[src/inc/dic_regs.vh]
// Constants for the digital input conditioning block: object indices,
// subindices, reset values and field positions.
// Assumes inclusion by bare name from the design file.
`ifndef DIC_REGS_VH
`define DIC_REGS_VH

// Object indices of the two configuration objects.
`define DIC_IDX_PIN_SETUP        16'h3231
`define DIC_IDX_INPUT_CTRL       16'h3240

// Subindices of the multipurpose pin setup object.
`define DIC_SUB_PIN_COUNT        8'h00
`define DIC_SUB_PIN_DIR          8'h01
`define DIC_SUB_PIN_PULL         8'h02
`define DIC_SUB_PIN_ALT          8'h03

// Subindices of the input conditioning control object.
`define DIC_SUB_IN_COUNT         8'h00
`define DIC_SUB_ROLE_EN          8'h01
`define DIC_SUB_POL_INV          8'h02
`define DIC_SUB_OVR_EN           8'h03
`define DIC_SUB_OVR_VAL          8'h04
`define DIC_SUB_RAW              8'h05
`define DIC_SUB_RANGE            8'h06
`define DIC_SUB_RECV             8'h07
`define DIC_SUB_REMAP            8'h08

// Reset values.
`define DIC_RST_PIN_COUNT        8'h03
`define DIC_RST_IN_COUNT         8'h08
`define DIC_RST_MASK16           16'h0000
`define DIC_RST_WORD32           32'h00000000

// Field positions in the role enable word.
`define DIC_ROLE_NEG_LIMIT       0
`define DIC_ROLE_POS_LIMIT       1
`define DIC_ROLE_HOME            2
`define DIC_ROLE_INTERLOCK       3

// Field positions in the alternate function mask.
`define DIC_ALT_STEP_CLOCK       1
`define DIC_ALT_STEP_DIR         2

// Field position of the routing switch.
`define DIC_REMAP_ON             0

`endif

[src/logic/dic_input_conditioning.v]
// Digital input conditioning: polarity, forcing, raw view, role enables,
// receiver selection, routing switch and multipurpose pin configuration.
// Assumes input pins are asynchronous and object accesses come from logic
// on sys_clk_i, one request per cycle at most.
`timescale 1ns/1ps
`include "dic_regs.vh"

module dic_input_conditioning #(
	parameter NUM_IN  = 8,          // Number of digital input pins.
	parameter NUM_PIN = 4           // Number of multipurpose pins.
) (
	// Clock and reset.
	input  wire                sys_clk_i,
	input  wire                reset_i,
	// Object dictionary access port.
	input  wire [15:0]         od_index_i,
	input  wire [7:0]          od_subindex_i,
	input  wire                od_wr_i,
	input  wire                od_rd_i,
	input  wire [31:0]         od_wdata_i,
	output reg  [31:0]         od_rdata_o,
	output reg                 od_ack_o,
	output reg                 od_err_o,
	// Input pins and routed image.
	input  wire [NUM_IN-1:0]   in_pin_i,
	input  wire [31:0]         routed_image_i,
	// Conditioned results.
	output reg  [31:0]         digital_input_image_o,
	output reg                 neg_limit_o,
	output reg                 pos_limit_o,
	output reg                 home_switch_o,
	output reg                 interlock_o,
	output reg                 pin2_step_clock_o,
	output reg                 pin3_step_direction_o,
	output reg                 step_inputs_on_o,
	// Receiver and range selection toward the input stages.
	output reg  [NUM_IN-1:0]   diff_receive_o,
	output reg  [NUM_IN-1:0]   range_select_o,
	// Multipurpose pin control.
	input  wire [NUM_PIN-1:0]  mp_out_data_i,
	output reg  [NUM_PIN-1:0]  mp_out_o,
	output reg  [NUM_PIN-1:0]  mp_out_en_o,
	output reg  [NUM_PIN-1:0]  mp_pull_up_o,
	output reg  [NUM_PIN-1:0]  mp_pull_en_o
);

	// Object storage.
	reg  [15:0]        pin_dir_mask_r;      // Multipurpose pin direction.
	reg  [15:0]        pin_pull_mask_r;     // Pull-up or pull-down choice.
	reg  [15:0]        pin_alt_mask_r;      // Alternate function choice.
	reg  [31:0]        role_enable_r;       // Special role enables.
	reg  [31:0]        pol_invert_r;        // Per-input polarity inversion.
	reg  [31:0]        ovr_enable_r;        // Per-input override enable.
	reg  [31:0]        ovr_value_r;         // Per-input override level.
	reg  [31:0]        range_choice_r;      // Input range selection.
	reg  [31:0]        recv_type_r;         // Receiver type selection.
	reg  [31:0]        remap_enable_r;      // Routing switch.

	// Pin synchroniser and sampled levels.
	reg  [NUM_IN-1:0]  sync1_r;             // First stage, read by sync2 only.
	reg  [NUM_IN-1:0]  sync2_r;             // Sampled pin levels.

	// Combinational results.
	reg  [31:0]        raw_word;            // Sampled levels widened.
	reg  [31:0]        inv_eff;             // Inversion after exemptions.
	reg  [31:0]        cond_word;           // Conditioned fixed-map image.
	reg  [31:0]        image_nxt;           // Image that goes out.
	reg  [31:0]        rdata_nxt;           // Read data for this access.
	reg                hit_nxt;             // Access addresses an entry.
	reg                ro_nxt;              // Entry is read only.
	wire [NUM_PIN-1:0] alt_pins;            // Alternate function per pin.

	// Width-safe extraction of the multipurpose pin field of a mask.
	function [NUM_PIN-1:0] pin_field;
		input [15:0] mask;
		begin
			pin_field = mask[NUM_PIN-1:0];
		end
	endfunction

	// Width-safe extraction of the input field of a 32-bit word.
	function [NUM_IN-1:0] in_field;
		input [31:0] word;
		begin
			in_field = word[NUM_IN-1:0];
		end
	endfunction

	// Pins claimed by a step input are never driven by this block.
	assign alt_pins = pin_field(pin_alt_mask_r);

	// Two flip-flop synchroniser for the asynchronous pins.
	always @(posedge sys_clk_i) begin
		if (reset_i) begin
			sync1_r <= {NUM_IN{1'b0}};
			sync2_r <= {NUM_IN{1'b0}};
		end else begin
			// Only the second stage is read, so a metastable first stage
			// has a full cycle to settle.
			sync1_r <= in_pin_i;
			sync2_r <= sync1_r;
		end
	end

	// Conditioning path from sampled level to the input image.
	always @* begin
		// Bits above the last pin read as zero in the raw view.
		raw_word = 32'h00000000;
		raw_word[NUM_IN-1:0] = sync2_r;
		// Inversion starts from the stored word, less the exempt bits.
		inv_eff = pol_invert_r;
		// Step inputs keep their electrical sense; a flipped clock would
		// move the counting edge and a flipped direction the motion.
		if (pin_alt_mask_r[`DIC_ALT_STEP_CLOCK]) begin
			inv_eff[`DIC_ALT_STEP_CLOCK] = 1'b0;
		end
		if (pin_alt_mask_r[`DIC_ALT_STEP_DIR]) begin
			inv_eff[`DIC_ALT_STEP_DIR] = 1'b0;
		end
		// Forced bits take the override value, others the corrected level.
		cond_word = (ovr_enable_r & ovr_value_r) |
			(~ovr_enable_r & (raw_word ^ inv_eff));
		// Routing replaces the fixed pin-to-bit map as a whole.
		if (remap_enable_r[`DIC_REMAP_ON]) begin
			image_nxt = routed_image_i;
		end else begin
			image_nxt = cond_word;
		end
	end

	// Registered outputs of the conditioning path.
	always @(posedge sys_clk_i) begin
		if (reset_i) begin
			// Every result idles low until the first edge after release.
			digital_input_image_o <= `DIC_RST_WORD32;
			neg_limit_o           <= 1'b0;
			pos_limit_o           <= 1'b0;
			home_switch_o         <= 1'b0;
			interlock_o           <= 1'b0;
			pin2_step_clock_o     <= 1'b0;
			pin3_step_direction_o <= 1'b0;
			step_inputs_on_o      <= 1'b0;
		end else begin
			// Registered so that all bits of the image move on one edge.
			digital_input_image_o <= image_nxt;
			// A role fires only when enabled; a role left on for an
			// unwired input would react to noise, so software must clear it.
			neg_limit_o <= role_enable_r[`DIC_ROLE_NEG_LIMIT] &
				cond_word[`DIC_ROLE_NEG_LIMIT];
			pos_limit_o <= role_enable_r[`DIC_ROLE_POS_LIMIT] &
				cond_word[`DIC_ROLE_POS_LIMIT];
			home_switch_o <= role_enable_r[`DIC_ROLE_HOME] &
				cond_word[`DIC_ROLE_HOME];
			interlock_o <= role_enable_r[`DIC_ROLE_INTERLOCK] &
				cond_word[`DIC_ROLE_INTERLOCK];
			// Step inputs pass the raw level, never inverted or forced.
			pin2_step_clock_o <= pin_alt_mask_r[`DIC_ALT_STEP_CLOCK] &
				raw_word[`DIC_ALT_STEP_CLOCK];
			pin3_step_direction_o <= pin_alt_mask_r[`DIC_ALT_STEP_DIR] &
				raw_word[`DIC_ALT_STEP_DIR];
			step_inputs_on_o <= pin_alt_mask_r[`DIC_ALT_STEP_CLOCK] &
				pin_alt_mask_r[`DIC_ALT_STEP_DIR];
		end
	end

	// Registered controls toward pins and input stages.
	always @(posedge sys_clk_i) begin
		if (reset_i) begin
			// Pulls read as off in reset and turn on at the first edge after.
			diff_receive_o <= {NUM_IN{1'b0}};
			range_select_o <= {NUM_IN{1'b0}};
			mp_out_o       <= {NUM_PIN{1'b0}};
			mp_out_en_o    <= {NUM_PIN{1'b0}};
			mp_pull_up_o   <= {NUM_PIN{1'b0}};
			mp_pull_en_o   <= {NUM_PIN{1'b0}};
		end else begin
			// Stages without a differential receiver ignore their bit.
			diff_receive_o <= in_field(recv_type_r);
			// Range bits pass through; the input stages give them meaning.
			range_select_o <= in_field(range_choice_r);
			// Masked so that an input pin never carries stale output data.
			mp_out_o <= mp_out_data_i & pin_field(pin_dir_mask_r);
			// A pin taken for a step input is never driven.
			mp_out_en_o <= pin_field(pin_dir_mask_r) & ~alt_pins;
			mp_pull_up_o <= pin_field(pin_pull_mask_r);
			// The pull only acts while the pin is an input.
			mp_pull_en_o <= ~(pin_field(pin_dir_mask_r) & ~alt_pins);
		end
	end

	// Read data and address decode for the object port.
	always @* begin
		// Start from a hit with zero data; unmapped branches clear the hit.
		rdata_nxt = 32'h00000000;
		hit_nxt   = 1'b1;
		ro_nxt    = 1'b0;
		if (od_index_i == `DIC_IDX_PIN_SETUP) begin
			// Pin setup: three 16-bit masks and a fixed entry count.
			case (od_subindex_i)
				`DIC_SUB_PIN_COUNT: begin
					// The count is a constant, so a write to it is refused.
					rdata_nxt[7:0] = `DIC_RST_PIN_COUNT;
					ro_nxt = 1'b1;
				end
				`DIC_SUB_PIN_DIR:  rdata_nxt[15:0] = pin_dir_mask_r;
				`DIC_SUB_PIN_PULL: rdata_nxt[15:0] = pin_pull_mask_r;
				`DIC_SUB_PIN_ALT:  rdata_nxt[15:0] = pin_alt_mask_r;
				default:           hit_nxt = 1'b0;
			endcase
		end else if (od_index_i == `DIC_IDX_INPUT_CTRL) begin
			// Input control: eight 32-bit words and a fixed entry count.
			case (od_subindex_i)
				`DIC_SUB_IN_COUNT: begin
					// The count is a constant, so a write to it is refused.
					rdata_nxt[7:0] = `DIC_RST_IN_COUNT;
					ro_nxt = 1'b1;
				end
				`DIC_SUB_ROLE_EN: rdata_nxt = role_enable_r;
				`DIC_SUB_POL_INV: rdata_nxt = pol_invert_r;
				`DIC_SUB_OVR_EN:  rdata_nxt = ovr_enable_r;
				`DIC_SUB_OVR_VAL: rdata_nxt = ovr_value_r;
				// The raw entry reflects the pins; writes are accepted and
				// dropped so the view can never be falsified.
				`DIC_SUB_RAW:     rdata_nxt = raw_word;
				`DIC_SUB_RANGE:   rdata_nxt = range_choice_r;
				`DIC_SUB_RECV:    rdata_nxt = recv_type_r;
				`DIC_SUB_REMAP:   rdata_nxt = remap_enable_r;
				default:          hit_nxt = 1'b0;
			endcase
		end else begin
			// Any other index belongs elsewhere and answers with an error.
			hit_nxt = 1'b0;
		end
	end

	// Object writes and the one-cycle answer.
	always @(posedge sys_clk_i) begin
		if (reset_i) begin
			// Every stored entry returns to zero with the reset.
			pin_dir_mask_r  <= `DIC_RST_MASK16;
			pin_pull_mask_r <= `DIC_RST_MASK16;
			pin_alt_mask_r  <= `DIC_RST_MASK16;
			role_enable_r   <= `DIC_RST_WORD32;
			pol_invert_r    <= `DIC_RST_WORD32;
			ovr_enable_r    <= `DIC_RST_WORD32;
			ovr_value_r     <= `DIC_RST_WORD32;
			range_choice_r  <= `DIC_RST_WORD32;
			recv_type_r     <= `DIC_RST_WORD32;
			remap_enable_r  <= `DIC_RST_WORD32;
			od_rdata_o      <= `DIC_RST_WORD32;
			od_ack_o        <= 1'b0;
			od_err_o        <= 1'b0;
		end else begin
			// Exactly one of ack and err answers a request, one cycle on.
			od_ack_o   <= (od_wr_i | od_rd_i) & hit_nxt & ~(od_wr_i & ro_nxt);
			od_err_o   <= (od_wr_i | od_rd_i) & (~hit_nxt | (od_wr_i & ro_nxt));
			// Read data stands for the answer cycle only and is zero
			// otherwise, so a stale word is never taken for an answer.
			od_rdata_o <= (od_rd_i & hit_nxt) ? rdata_nxt : `DIC_RST_WORD32;
			// Upper halves of a 16-bit mask write are dropped.
			if (od_wr_i && hit_nxt && (od_index_i == `DIC_IDX_PIN_SETUP)) begin
				case (od_subindex_i)
					`DIC_SUB_PIN_DIR:  pin_dir_mask_r  <= od_wdata_i[15:0];
					`DIC_SUB_PIN_PULL: pin_pull_mask_r <= od_wdata_i[15:0];
					`DIC_SUB_PIN_ALT:  pin_alt_mask_r  <= od_wdata_i[15:0];
					default: begin
						// Counts and unmapped items store nothing.
					end
				endcase
			end
			// The raw entry has no item here, so a write to it is dropped.
			if (od_wr_i && hit_nxt && (od_index_i == `DIC_IDX_INPUT_CTRL)) begin
				case (od_subindex_i)
					// Upper bits of the role, range, receiver and routing words are stored but drive nothing.
					`DIC_SUB_ROLE_EN: role_enable_r <= od_wdata_i;
					`DIC_SUB_POL_INV: pol_invert_r  <= od_wdata_i;
					`DIC_SUB_OVR_EN:  ovr_enable_r  <= od_wdata_i;
					`DIC_SUB_OVR_VAL: ovr_value_r   <= od_wdata_i;
					`DIC_SUB_RANGE:   range_choice_r <= od_wdata_i;
					`DIC_SUB_RECV:    recv_type_r   <= od_wdata_i;
					`DIC_SUB_REMAP:   remap_enable_r <= od_wdata_i;
					default: begin
						// Counts and the raw entry store nothing.
					end
				endcase
			end
		end
	end

endmodule // dic_input_conditioning

[config.mk]
export PLATFORM = sky130hd
export DESIGN_NAME = dic_input_conditioning
export DESIGN_NICKNAME = d
export VERILOG_FILES = /design/src/logic/dic_input_conditioning.v
export VERILOG_INCLUDE_DIRS = /design/src /design/src/inc
export SDC_FILE = /design/constraint.sdc
export NUM_CORES = 1
export LEC_CHECK = 0
export ABC_AREA = 0
export BUFFER_PORTS_ARGS = -buffer_cell sky130_fd_sc_hd__buf_2
export CELL_PAD_IN_SITES_DETAIL_PLACEMENT = 1
export CELL_PAD_IN_SITES_GLOBAL_PLACEMENT = 2
export CORE_ASPECT_RATIO = 0.7
export CORE_MARGIN = 2
export CORE_UTILIZATION = 35
export DETAILED_ROUTE_END_ITERATION = 6
export HOLD_SLACK_MARGIN = 0.12
export PLACE_DENSITY_LB_ADDON = 0.15
export SLEW_MARGIN = 30
export SYNTH_ARGS = -nofsm -noshare
export SYNTH_HDL_FRONTEND = slang
export SYNTH_SLANG_ARGS = --single-unit
[constraint.sdc]
create_clock -name sys_clk_i -period 3.05 [get_ports sys_clk_i]
set_input_delay 0 -clock sys_clk_i [delete_from_list [all_inputs] [get_ports sys_clk_i]]
set_output_delay 0 -clock sys_clk_i [all_outputs]
set_load 0.01 [all_outputs]
Yosys cells after proc, flatten, opt, wreduce, memory -nomap -nowiden
Index checks and enable logic that the tools add are counted.

Register bits after elaboration: 393. Output and inout bits: 105. Word-level logic and storage cells: 101. Bits of input ports: 104.

Reduce and logical (&&, ||, !) cells: 18. Mux-type cells: 16. Eq/ne operators: 10. Bitwise logic cells: 27.

Operator list (number): 24-bit one-hot mux with 7 select lines (1); 8-bit one-hot mux with 9 select lines (1); 32-bit AND (2); 16-bit by 14-bit equality test with 1-bit output (second input constant) (2); 8-bit by 3-bit equality test with 1-bit output (second input constant) (4); 16-bit 2-to-1 mux (2); 32-bit 2-to-1 mux (1); 32-bit inverter (1); 32-bit bitwise OR (1); 8-bit one-hot mux with 4 select lines (1); 8-bit by 32-bit XOR with 32-bit output (1); 8-bit one-hot mux with 3 select lines (1); 2-bit AND reduction (10); 8-bit by 2-bit equality test with 1-bit output (second input constant) (2); 1-bit AND (12); 1-bit 2-to-1 mux (9); 9-bit OR reduction (1); 4-bit AND (2); 8-bit by 1-bit equality test with 1-bit output (second input constant) (1); 8-bit by 4-bit equality test with 1-bit output (second input constant) (1); 8-bit zero test (1); 4-bit inverter (2); 4-bit OR reduction (2); 1-bit inverter (4); 3 further kinds (6).

Logic depth before layout (Yosys ltp)
Gate-level depths: netlist (run 1).

Depth in word-level cells: 8. Mapped depth: 9. Mapped depth without buffers: 5.

Least setup slack after synthesis (run 1)
Ideal clock, no wire load.

Kind: input to register. Start: in od_index_i[0]. End: reg range_choice_r[2]. Path slack: 1.161 ns. Data arrival time: 1.761 ns. Cell stages on the path: 6. Data required time: 2.922 ns. Buffers on the path: 1. Cell sequence: or4b_2 > nor4_4 > nand4_2 > buf_2 > mux2i_1 > nor2_1.

Longest elaborated chain between the ends: 6. Elaborated cells between the ends (all ways): 7. Classes of those cells: eq/ne (2); mux (2); reduce/logical (3).

RTL lines: start, declared (line dic_input_conditioning.v:16) `input wire [15:0] od_index_i,`; 16-bit by 14-bit equality test with 1-bit output (no line); 1-bit 2-to-1 mux (line dic_input_conditioning.v:210) `` end else if (od_index_i == `DIC_IDX_INPUT_CTRL) begin ``; 1-bit 2-to-1 mux (line dic_input_conditioning.v:197) `` if (od_index_i == `DIC_IDX_PIN_SETUP) begin ``; 1-bit logical AND (line dic_input_conditioning.v:272) `` if (od_wr_i && hit_nxt && (od_index_i == `DIC_IDX_INPUT_CTRL)) begin ``; 1-bit logical AND (*) (line dic_input_conditioning.v:272); 2-bit AND reduction (no line) (*); end signal, assigned (line dic_input_conditioning.v:247) `` range_choice_r <= `DIC_RST_WORD32; ``; end signal, assigned (line dic_input_conditioning.v:279) `` `DIC_SUB_RANGE: range_choice_r <= od_wdata_i; ``; end, declared (line dic_input_conditioning.v:55) `reg [31:0] range_choice_r;`.

Every way passes the cells marked *; elsewhere a longest branch is shown, timed or not. A chain may end at the register's enable or synchronous reset.

Worst setup path after layout (run 1)
Start: in od_subindex_i[5]. End: reg od_rdata_o[2].

Longest elaborated chain between the ends: 8. Elaborated cells between the ends (all ways): 22. Classes of those cells: eq/ne (8); mux (8); bitwise (2); reduce/logical (4).

RTL lines: start, declared (line dic_input_conditioning.v:17) `input wire [7:0] od_subindex_i,`; 8-bit by 4-bit equality test with 1-bit output, or another cell as far along (line dic_input_conditioning.v:212) `case (od_subindex_i)`; 9-bit OR reduction (no line); 1-bit 2-to-1 mux (line dic_input_conditioning.v:212); 1-bit 2-to-1 mux (line dic_input_conditioning.v:210); 1-bit 2-to-1 mux (line dic_input_conditioning.v:197); 1-bit AND (line dic_input_conditioning.v:259) `` od_rdata_o <= (od_rd_i & hit_nxt) ? rdata_nxt : `DIC_RST_WORD32; ``; 1-bit inverter (no line); 2-bit OR reduction (no line); end signal, assigned (line dic_input_conditioning.v:250) `` od_rdata_o <= `DIC_RST_WORD32; ``; end signal, assigned (line dic_input_conditioning.v:259); end, declared (line dic_input_conditioning.v:21) `output reg [31:0] od_rdata_o,`.

Parallel ways exist; a longest one is shown, timed or not.

==> tab_implementation.tex, run 1 <==
\begin{tabular}{lr}
\hline
Metric & Value \\
\hline
\multicolumn{2}{l}{\textbf{Route}} \\
DR vias/cell & around 5.3 \\
DR DRC count & 0 \\
Iteration-0 DRC count of the detailed router & approximately 1100 \\
Count of nets left with antenna violations after detail routing & 0 \\
Detailed-route wire length & between 60 and 70 mm \\
Via total after detailed routing & 14500 \\
Number of detailed-routing iterations run before antenna repair & 6 \\
Routed wire length per instance & 22.1 microns \\
\multicolumn{2}{l}{\textbf{Timing}} \\
Slew of the pin with the lowest slew margin & 0.898 ns \\
Final setup vio count & 0 \\
Highest achievable clock rate & 362 MHz \\
Max-Slew Margin vs Limit & 0.399 \\
Fin. max-slew vios & 0 \\
Unrepaired setup endpoints after global routing & no \\
Worst hold slack after final layout & 0.168 ns \\
Portion of the clock cycle consumed by the worst path in the final layout & 0.905 \\
Worst Slack Setup Final & 0.289 ns \\
Summed negative setup slack over all endpoints & 0 ns \\
Minimum clock period & approximately 2.8 ns \\
Clock Skews & 0.0134 ns \\
Count of final hold-check violations & 0 \\
\multicolumn{2}{l}{\textbf{Worst setup path}} \\
Delay of the slowest critical-path stage & 0.89 ns \\
Critical path start-end classification & primary input to flop \\
Buffers plus inverters on the worst setup path & 2 \\
Startpoint kind of the worst setup timing path & primary input \\
Cell with the biggest individual delay on the critical path & sky130\_fd\_sc\_hd\_\_or4\_1 \\
Data required time at the worst endpoint & 3.55 ns \\
Capturing element type of the critical path & flop \\
Worst-path maximum fanout & 15 \\
Critical path's top delay family & simple AND/OR/NAND/NOR gates \\
Worst path arrival time & 3.26 ns \\
Cells along the critical path & buf\_2 > or4\_1 > nor2\_1 > a22oi\_1 > o32a\_1 > a21oi\_1 > dlygate4sd3\_1 \\
\multicolumn{2}{l}{\textbf{Yosys}} \\
Number of distinct library cells after synthesis & 64 \\
Prevailing post-synth register cell & sky130\_fd\_sc\_hd\_\_dfxtp\_1 \\
Proportion of synthesized flip-flops having asynchronous set or reset & 0 \\
Syn. warnings & 0 \\
Synth Cell Area & 15800 sq um \\
Count of flip-flops with a built-in enable after synthesis & 0 \\
Syn Area/Cell & 8.53 sq um \\
Post-synthesis register bit count & 393 \\
Net count of the mapped netlist & 1952 \\
Synthesized instance count & 1848 \\
Sequential area share after synthesis & 0.499 \\
\multicolumn{2}{l}{\textbf{Cells and area}} \\
Relative area change from synthesis to final layout & 25.8\% \\
Non-filler instance count after layout & $\sim$2700 \\
Post-layout nets & about 2200 \\
Fraction of layout instances using a drive strength above 1 & 0.186 \\
\multicolumn{2}{l}{\textbf{Floorplanning}} \\
Horiz. Die Dim & 258 microns \\
I/O pin total & 209 \\
Area enclosed by the die boundary & 46800 sq um \\
Starting density of the core & 0.353 \\
Die Ht & 182 microns \\
Row Count & 65 \\
Core region area & 44700 sq um \\
\multicolumn{2}{l}{\textbf{Status}} \\
Run status & complete, no violations \\
\multicolumn{2}{l}{\textbf{Placed design}} \\
Weighted congestion at the end of routability-driven global placement & 0.825 \\
Setup slack after placement & between 0.3 and 0.4 ns \\
Buffers added on ports & 208 \\
\# placed instances & 2568 \\
Detail Placement HPWL & between 30 and 40 mm \\
\multicolumn{2}{l}{\textbf{GRT}} \\
Wire length of the first global-routing pass & roughly 92 mm \\
Number of global-route vias before repair & 14700 \\
Number of antenna violations at the first check in global routing & 1 \\
Total overflow reported by the global router & 0 \\
Largest net degree at the start of global routing & 154 \\
Aggregate global-route resource usage & 0.257 \\
\multicolumn{2}{l}{\textbf{Clock tree}} \\
CTS HTree Levels & 2 \\
Sink count of the clock tree & 393 \\
Insertion delay to the later sink of the worst-skew pair & between 0.5 and 0.6 ns \\
TritonCTS Buffers & 42 \\
Clk pin slew, worst setup/hold paths & 0.06 ns \\
TritonCTS clock tree & built \\
Max clock buf depth & 3 \\
Root buffer selected by CTS & sky130\_fd\_sc\_hd\_\_clkbuf\_16 \\
Number of cells upsized or downsized after cts & 0 \\
\multicolumn{2}{l}{\textbf{Worst hold path}} \\
Worst min path class & primary input to flop \\
\multicolumn{2}{l}{\textbf{Power}} \\
Max VDD drop & 0.320 mV \\
PD cells & between 500 and 600 nW/um\^{}2 \\
Static leakage & 7.79 nW \\
\multicolumn{2}{l}{\textbf{Run}} \\
Max-cap check violation count & 0 \\
\hline
\end{tabular}
[sequential cells by signal (all words and copies together), names as in the netlist, 4 cells and up]
| register | cells |
|---|---|
| digital_input_image_o | 32 |
| mp_pull_up_o | 4 |
| sync2_r | 8 |
| diff_receive_o | 8 |
| range_select_o | 8 |
| range_choice_r | 32 |
| pol_invert_r | 32 |
| remap_enable_r | 32 |
| pin_alt_mask_r | 16 |
| mp_pull_en_o | 4 |
| ovr_enable_r | 32 |
| role_enable_r | 32 |
| mp_out_en_o | 4 |
| recv_type_r | 32 |
| od_rdata_o | 32 |
| pin_pull_mask_r | 16 |
| ovr_value_r | 32 |
| mp_out_o | 4 |
| sync1_r | 8 |
| pin_dir_mask_r | 16 |
[final cells by class]
cell class              count  area (sq um)
diodes                      1          2.50
multi-input cells        1286          7180
clock buffers              63          1300
inverters                  11          41.3
clock inverters            14           128
fillers                  5257         24900
repair buffers            371          2540
well taps                 603           754
flip-flops and latches    393          7870
[worst register-to-register path: stages (launching register included)]
cell and delay (ns):
sky130_fd_sc_hd__dfxtp_1 0.41, sky130_fd_sc_hd__mux2_2 0.31, sky130_fd_sc_hd__a22oi_1 0.16, sky130_fd_sc_hd__o32a_1 0.21
sky130_fd_sc_hd__a21oi_1 0.07, sky130_fd_sc_hd__dlygate4sd3_1 0.56
[routing by layer]
metal,track usage,share of wire
met5,0,0
met4,0.0474,0.012
met3,0.0613,0.071
met2,0.385,0.43
met1,0.376,0.49
[kinds of logic (layout without fill, tap and decap cells)]
kind of cell / Yosys count / in the layout / synth area share
and+or+nand+nor: 724 / 724 / 0.202
AOI/OAI and AO/OA: 410 / 410 / 0.153
DFF: 393 / 393 / 0.499
buffers and inverters: 169 / 459 / 0.0463
muxes: 144 / 144 / 0.0951
xor gates and xnor gates: 8 / 8 / 0.00444
other: 0 / 1 / 0
[Yosys cell counts (all sizes together), types with 7 or more instances]
master  number  area [sq um]
buf         43           258
nor3        10          66.3
mux2i      115          1150
mux2        27           304
nand4       14           100
a221oi       8          70.1
dfxtp      393          7870
clkbuf     115           432
o21ai       14          70.1
a22oi       51           383
inv         11          41.3
nand2      452          1700
nor2       145           544
and4         7          61.3
and3         7          43.8
a31oi        7          43.8
nor3b        8          60.1
nand3       10          82.6
a21oi      270          1360
nor2b       43           269
o22ai       18           113
[worst paths after layout]
check	cells past startpoint	slack, ns	end	startpoint
max reg2reg	5	1.22	od_rdata_o[2]$_SDFF_PP0_	pin_alt_mask_r[2]$_SDFFE_PP0P_
max	7	0.29	od_rdata_o[2]$_SDFF_PP0_	od_subindex_i[5]
min reg2reg	1	0.44	sync2_r[7]$_SDFF_PP0_	sync1_r[7]$_SDFF_PP0_
min	4	0.17	od_rdata_o[5]$_SDFF_PP0_	od_subindex_i[2]
[timing repair]
item | CTS | global route
endpoints found under the hold margin | 329 | 0
endpoints found under the setup margin | 0 | 2
setup buffers | 0 | 3
hold buffers | 93 | 0
[report_power, final]
part	leakage, nW	switching [W]	internal [W]	total (W)
Sequential	3.17	0.00000715	0.00515	0.00516
Clock	0.706	0.00219	0.00313	0.00532
Combinational	3.91	0.000322	0.000189	0.000511
[stage by stage]
step           utilization  area [sq um]  power (W)
2_1_floorplan            -         15800    0.00547
3_3_place_gp         0.390         17400    0.00568
3_5_place_dp         0.390         17400    0.00569
4_1_cts              0.443         19800     0.0111
5_1_grt              0.443         19800     0.0114
6_report             0.443         19800     0.0110
[placed cells by master, fill, tap and decap left out, drive strengths merged, types with 7 or more instances in the layout]
master       netlist  routed
and4               7       7
and3               7       7
a31oi              7       7
dlygate4sd3        0      93
a21oi            270     270
mux2i            115     115
nor2             145     145
nand4             14      14
inv               11      11
nand3             10      10
nor3b              8       8
mux2              27      27
clkbuf           115      63
o22ai             18      18
a221oi             8       8
dfxtp            393     393
buf               43     278
clkinv             0       9
o21ai             14      14
nand2            452     452
nor2b             43      43
a22oi             51      51
nor3              10      10
Power figures use the tool's default switching activity.
==> run 2: changes to the inputs <==
--- a/config.mk
+++ b/config.mk
@@ -10,7 +10,6 @@
 export BUFFER_PORTS_ARGS = -buffer_cell sky130_fd_sc_hd__buf_2
 export CELL_PAD_IN_SITES_DETAIL_PLACEMENT = 1
 export CELL_PAD_IN_SITES_GLOBAL_PLACEMENT = 2
-export CORE_ASPECT_RATIO = 0.7
 export CORE_MARGIN = 2
 export CORE_UTILIZATION = 35
 export DETAILED_ROUTE_END_ITERATION = 6
==> tab_implementation.tex, run 2 (synthesized netlist as in run 1, its figures left out) <==
\begin{tabular}{lr}
\hline
Metric & Value \\
\hline
\multicolumn{2}{l}{\textbf{Timing}} \\
Unrepaired setup endpoints after global routing & no \\
Max-Slew Margin vs Limit & 0.383 (-0.0163) \\
Summed negative setup slack over all endpoints & 0 ns (unchanged) \\
Minimum clock period & 2.76 ns (-0.00481 ns) \\
Portion of the clock cycle consumed by the worst path in the final layout & 0.904 (-0.00158) \\
Fin. max-slew vios & 0 (unchanged) \\
Final setup vio count & 0 (unchanged) \\
Worst Slack Setup Final & 0.294 ns (+0.00481 ns) \\
Highest achievable clock rate & 363 MHz (+0.17\%) \\
Worst hold slack after final layout & 0.156 ns (-0.0124 ns) \\
Slew of the pin with the lowest slew margin & 0.926 ns (+0.0278 ns) \\
Count of final hold-check violations & 0 (unchanged) \\
Clock Skews & 0.0149 ns (+0.00151 ns) \\
\multicolumn{2}{l}{\textbf{Floorplanning}} \\
Horiz. Die Dim & 216 microns (-16\%) \\
Core region area & 44300 sq um (-0.92\%) \\
Starting density of the core & 0.356 (+0.00328) \\
Die Ht & 216 microns (+19\%) \\
I/O pin total & 209 (unchanged) \\
Row Count & 77 (+18\%) \\
Area enclosed by the die boundary & 46800 sq um (about the same) \\
\multicolumn{2}{l}{\textbf{Worst setup path}} \\
Cell count along the critical path & 10 (+3) \\
Reg-to-reg slack, setup & 1.16 ns (-0.06 ns) \\
Cells along the critical path & dlygate4sd3\_1 > buf\_2 > or4b\_4 > dlygate4sd3\_1 > nor4\_4 > buf\_4 > nand2\_1 > o32a\_1 > a21oi\_1 > dlygate4sd3\_1 \\
Critical path's top delay family & buffers and inverters \\
Cell with the biggest individual delay on the critical path & sky130\_fd\_sc\_hd\_\_dlygate4sd3\_1 \\
Capture point of the worst reg-to-reg path & od\_rdata\_o[2]\$\_SDFF\_PP0\_ \\
Worst-path maximum fanout & 5 (-10) \\
Origin of the critical flop-to-flop path & pin\_alt\_mask\_r[2]\$\_SDFFE\_PP0P\_ \\
Startpoint kind of the worst setup timing path & primary input \\
Buffers plus inverters on the worst setup path & 5 (+3) \\
Cell count of the worst reg-to-reg path & 5 (unchanged) \\
Data required time at the worst endpoint & 3.56 ns (about the same) \\
Worst path arrival time & 3.27 ns (about the same) \\
Critical path start-end classification & primary input to flop \\
Cell with the most instances on the worst path & sky130\_fd\_sc\_hd\_\_dlygate4sd3\_1 \\
Capturing element type of the critical path & flop \\
Delay of the slowest critical-path stage & 0.62 ns (-0.27 ns) \\
\multicolumn{2}{l}{\textbf{Clock tree}} \\
Sink count of the clock tree & 393 (unchanged) \\
TritonCTS Buffers & 44 (+4.8\%) \\
Number of cells upsized or downsized after cts & 0 (unchanged) \\
Max clock buf depth & 3 (unchanged) \\
Clk pin slew, worst setup/hold paths & 0.06 ns (about the same) \\
TritonCTS clock tree & built \\
CTS HTree Levels & 2 (unchanged) \\
Root buffer selected by CTS & sky130\_fd\_sc\_hd\_\_clkbuf\_16 \\
Insertion delay to the later sink of the worst-skew pair & 0.57 ns (about the same) \\
\multicolumn{2}{l}{\textbf{Worst hold path}} \\
Hold-critical path depth & 4 (unchanged) \\
Worst min path class & primary input to flop \\
Origin of the worst min-delay path & od\_subindex\_i[0] \\
Capture endpoint of the worst hold path & od\_rdata\_o[6]\$\_SDFF\_PP0\_ \\
\multicolumn{2}{l}{\textbf{Status}} \\
Run status & complete, no violations \\
\multicolumn{2}{l}{\textbf{Route}} \\
Routed wire length per instance & 21.6 microns (-2.2\%) \\
DR DRC count & 0 (unchanged) \\
Via total after detailed routing & 14400 (-0.24\%) \\
Number of detailed-routing iterations run before antenna repair & 5 (-1) \\
Count of nets left with antenna violations after detail routing & 0 (unchanged) \\
Iteration-0 DRC count of the detailed router & 1007 (-4.5\%) \\
Detailed-route wire length & 59.0 mm (-2.7\%) \\
DR vias/cell & 5.29 (+0.31\%) \\
\multicolumn{2}{l}{\textbf{Cells and area}} \\
Commonest cells after routing, fill and taps aside & sky130\_fd\_sc\_hd\_\_nand2\_1, sky130\_fd\_sc\_hd\_\_dfxtp\_1, sky130\_fd\_sc\_hd\_\_a21oi\_1 \\
Fraction of layout instances using a drive strength above 1 & 0.185 (-0.000676) \\
Antenna fix cells & 0 (-1) \\
Relative area change from synthesis to final layout & 25.7\% (about the same) \\
Post-layout nets & 2207 (-0.091\%) \\
Final core occ & 0.447 (+0.00410) \\
Leading cell type in the layout, fill and taps excluded & sky130\_fd\_sc\_hd\_\_nand2\_1 \\
\multicolumn{2}{l}{\textbf{Power}} \\
Max VDD drop & 0.407 mV (+27\%) \\
PD cells & 565 nW/um\^{}2 (+2.0\%) \\
Static leakage & 7.81 nW (+0.32\%) \\
\multicolumn{2}{l}{\textbf{GRT}} \\
Number of global-route vias before repair & 14900 (+1.0\%) \\
Aggregate global-route resource usage & 0.249 (-0.00831) \\
Largest net degree at the start of global routing & 143 (-7.1\%) \\
Total overflow reported by the global router & 0 (unchanged) \\
Number of antenna violations at the first check in global routing & 0 (-1) \\
Wire length of the first global-routing pass & 90.3 mm (-2.3\%) \\
\multicolumn{2}{l}{\textbf{Placed design}} \\
Setup slack after placement & 0.543 ns (+0.226 ns) \\
Buffers added on ports & 208 (unchanged) \\
Detail Placement HPWL & 38.2 mm (-2.5\%) \\
Weighted congestion at the end of routability-driven global placement & 0.798 (-3.3\%) \\
\multicolumn{2}{l}{\textbf{Run}} \\
Max-cap check violation count & 0 (unchanged) \\
\hline
\end{tabular}
[run 2: worst reg2reg max path, cell delays in order (launching register included)]
cell,delay [ns]
sky130_fd_sc_hd__dfxtp_1,0.41
sky130_fd_sc_hd__mux2_2,0.31
sky130_fd_sc_hd__a22oi_1,0.23
sky130_fd_sc_hd__o32a_1,0.20
sky130_fd_sc_hd__a21oi_1,0.06
sky130_fd_sc_hd__dlygate4sd3_1,0.55
[run 2: routing by layer]
metal | part of all wire | up-vias | GRT usage
li1 | - | 6798 | -
met2 | 0.47 | 374 | 0.411
met4 | 0.029 | 0 | 0.0781
met1 | 0.46 | 7156 | 0.335
met5 | 0 | - | 0
met3 | 0.046 | 101 | 0.0352
[run 2: metrics by stage]
step                power (W)  instances  area [sq um]
global placement      0.00569       2555         17400
global route           0.0116       2727         19800
CTS                    0.0113       2723         19800
finish                 0.0112       2727         19800
detailed placement    0.00569       2555         17400
floorplan             0.00547       1848         15800
[run 2: repair_timing]
item / 4_1_cts / 5_1_grt
setup buffers: 0 / 4
hold buffers: 90 / 0
hold endpoints to repair: 328 / 0
endpoints found under the setup margin: 0 / 1
[run 2: final cells by class]
class	count	area, sq um
Multi-Input combinational cell	1286	7190
Timing Repair Buffer	367	2490
Clock buffer	64	1300
Fill cell	5196	24500
Clock inverter	14	195
Inverter	11	41.3
Sequential cell	393	7870
Tap cell	592	741
[run 2: how the worst max path moves through the flow]
stage                                          end  slack [ns]        startpoint
finish                    od_rdata_o[2]$_SDFF_PP0_        0.29    od_index_i[10]
detailed placement       od_rdata_o[12]$_SDFF_PP0_        0.54  od_subindex_i[5]
floorplan           range_choice_r[2]$_SDFFE_PP0P_        1.16     od_index_i[0]
global placement         od_rdata_o[12]$_SDFF_PP0_        0.57  od_subindex_i[5]
CTS                       od_rdata_o[2]$_SDFF_PP0_        0.05     od_index_i[7]
global route              od_rdata_o[2]$_SDFF_PP0_        0.25    od_index_i[10]
[run 2: power by group]
part	internal, W	switching, W	leakage (nW)
Sequential	0.00515	0.00000919	3.17
Combinational	0.000186	0.000319	3.90
Clock	0.00336	0.00218	0.743
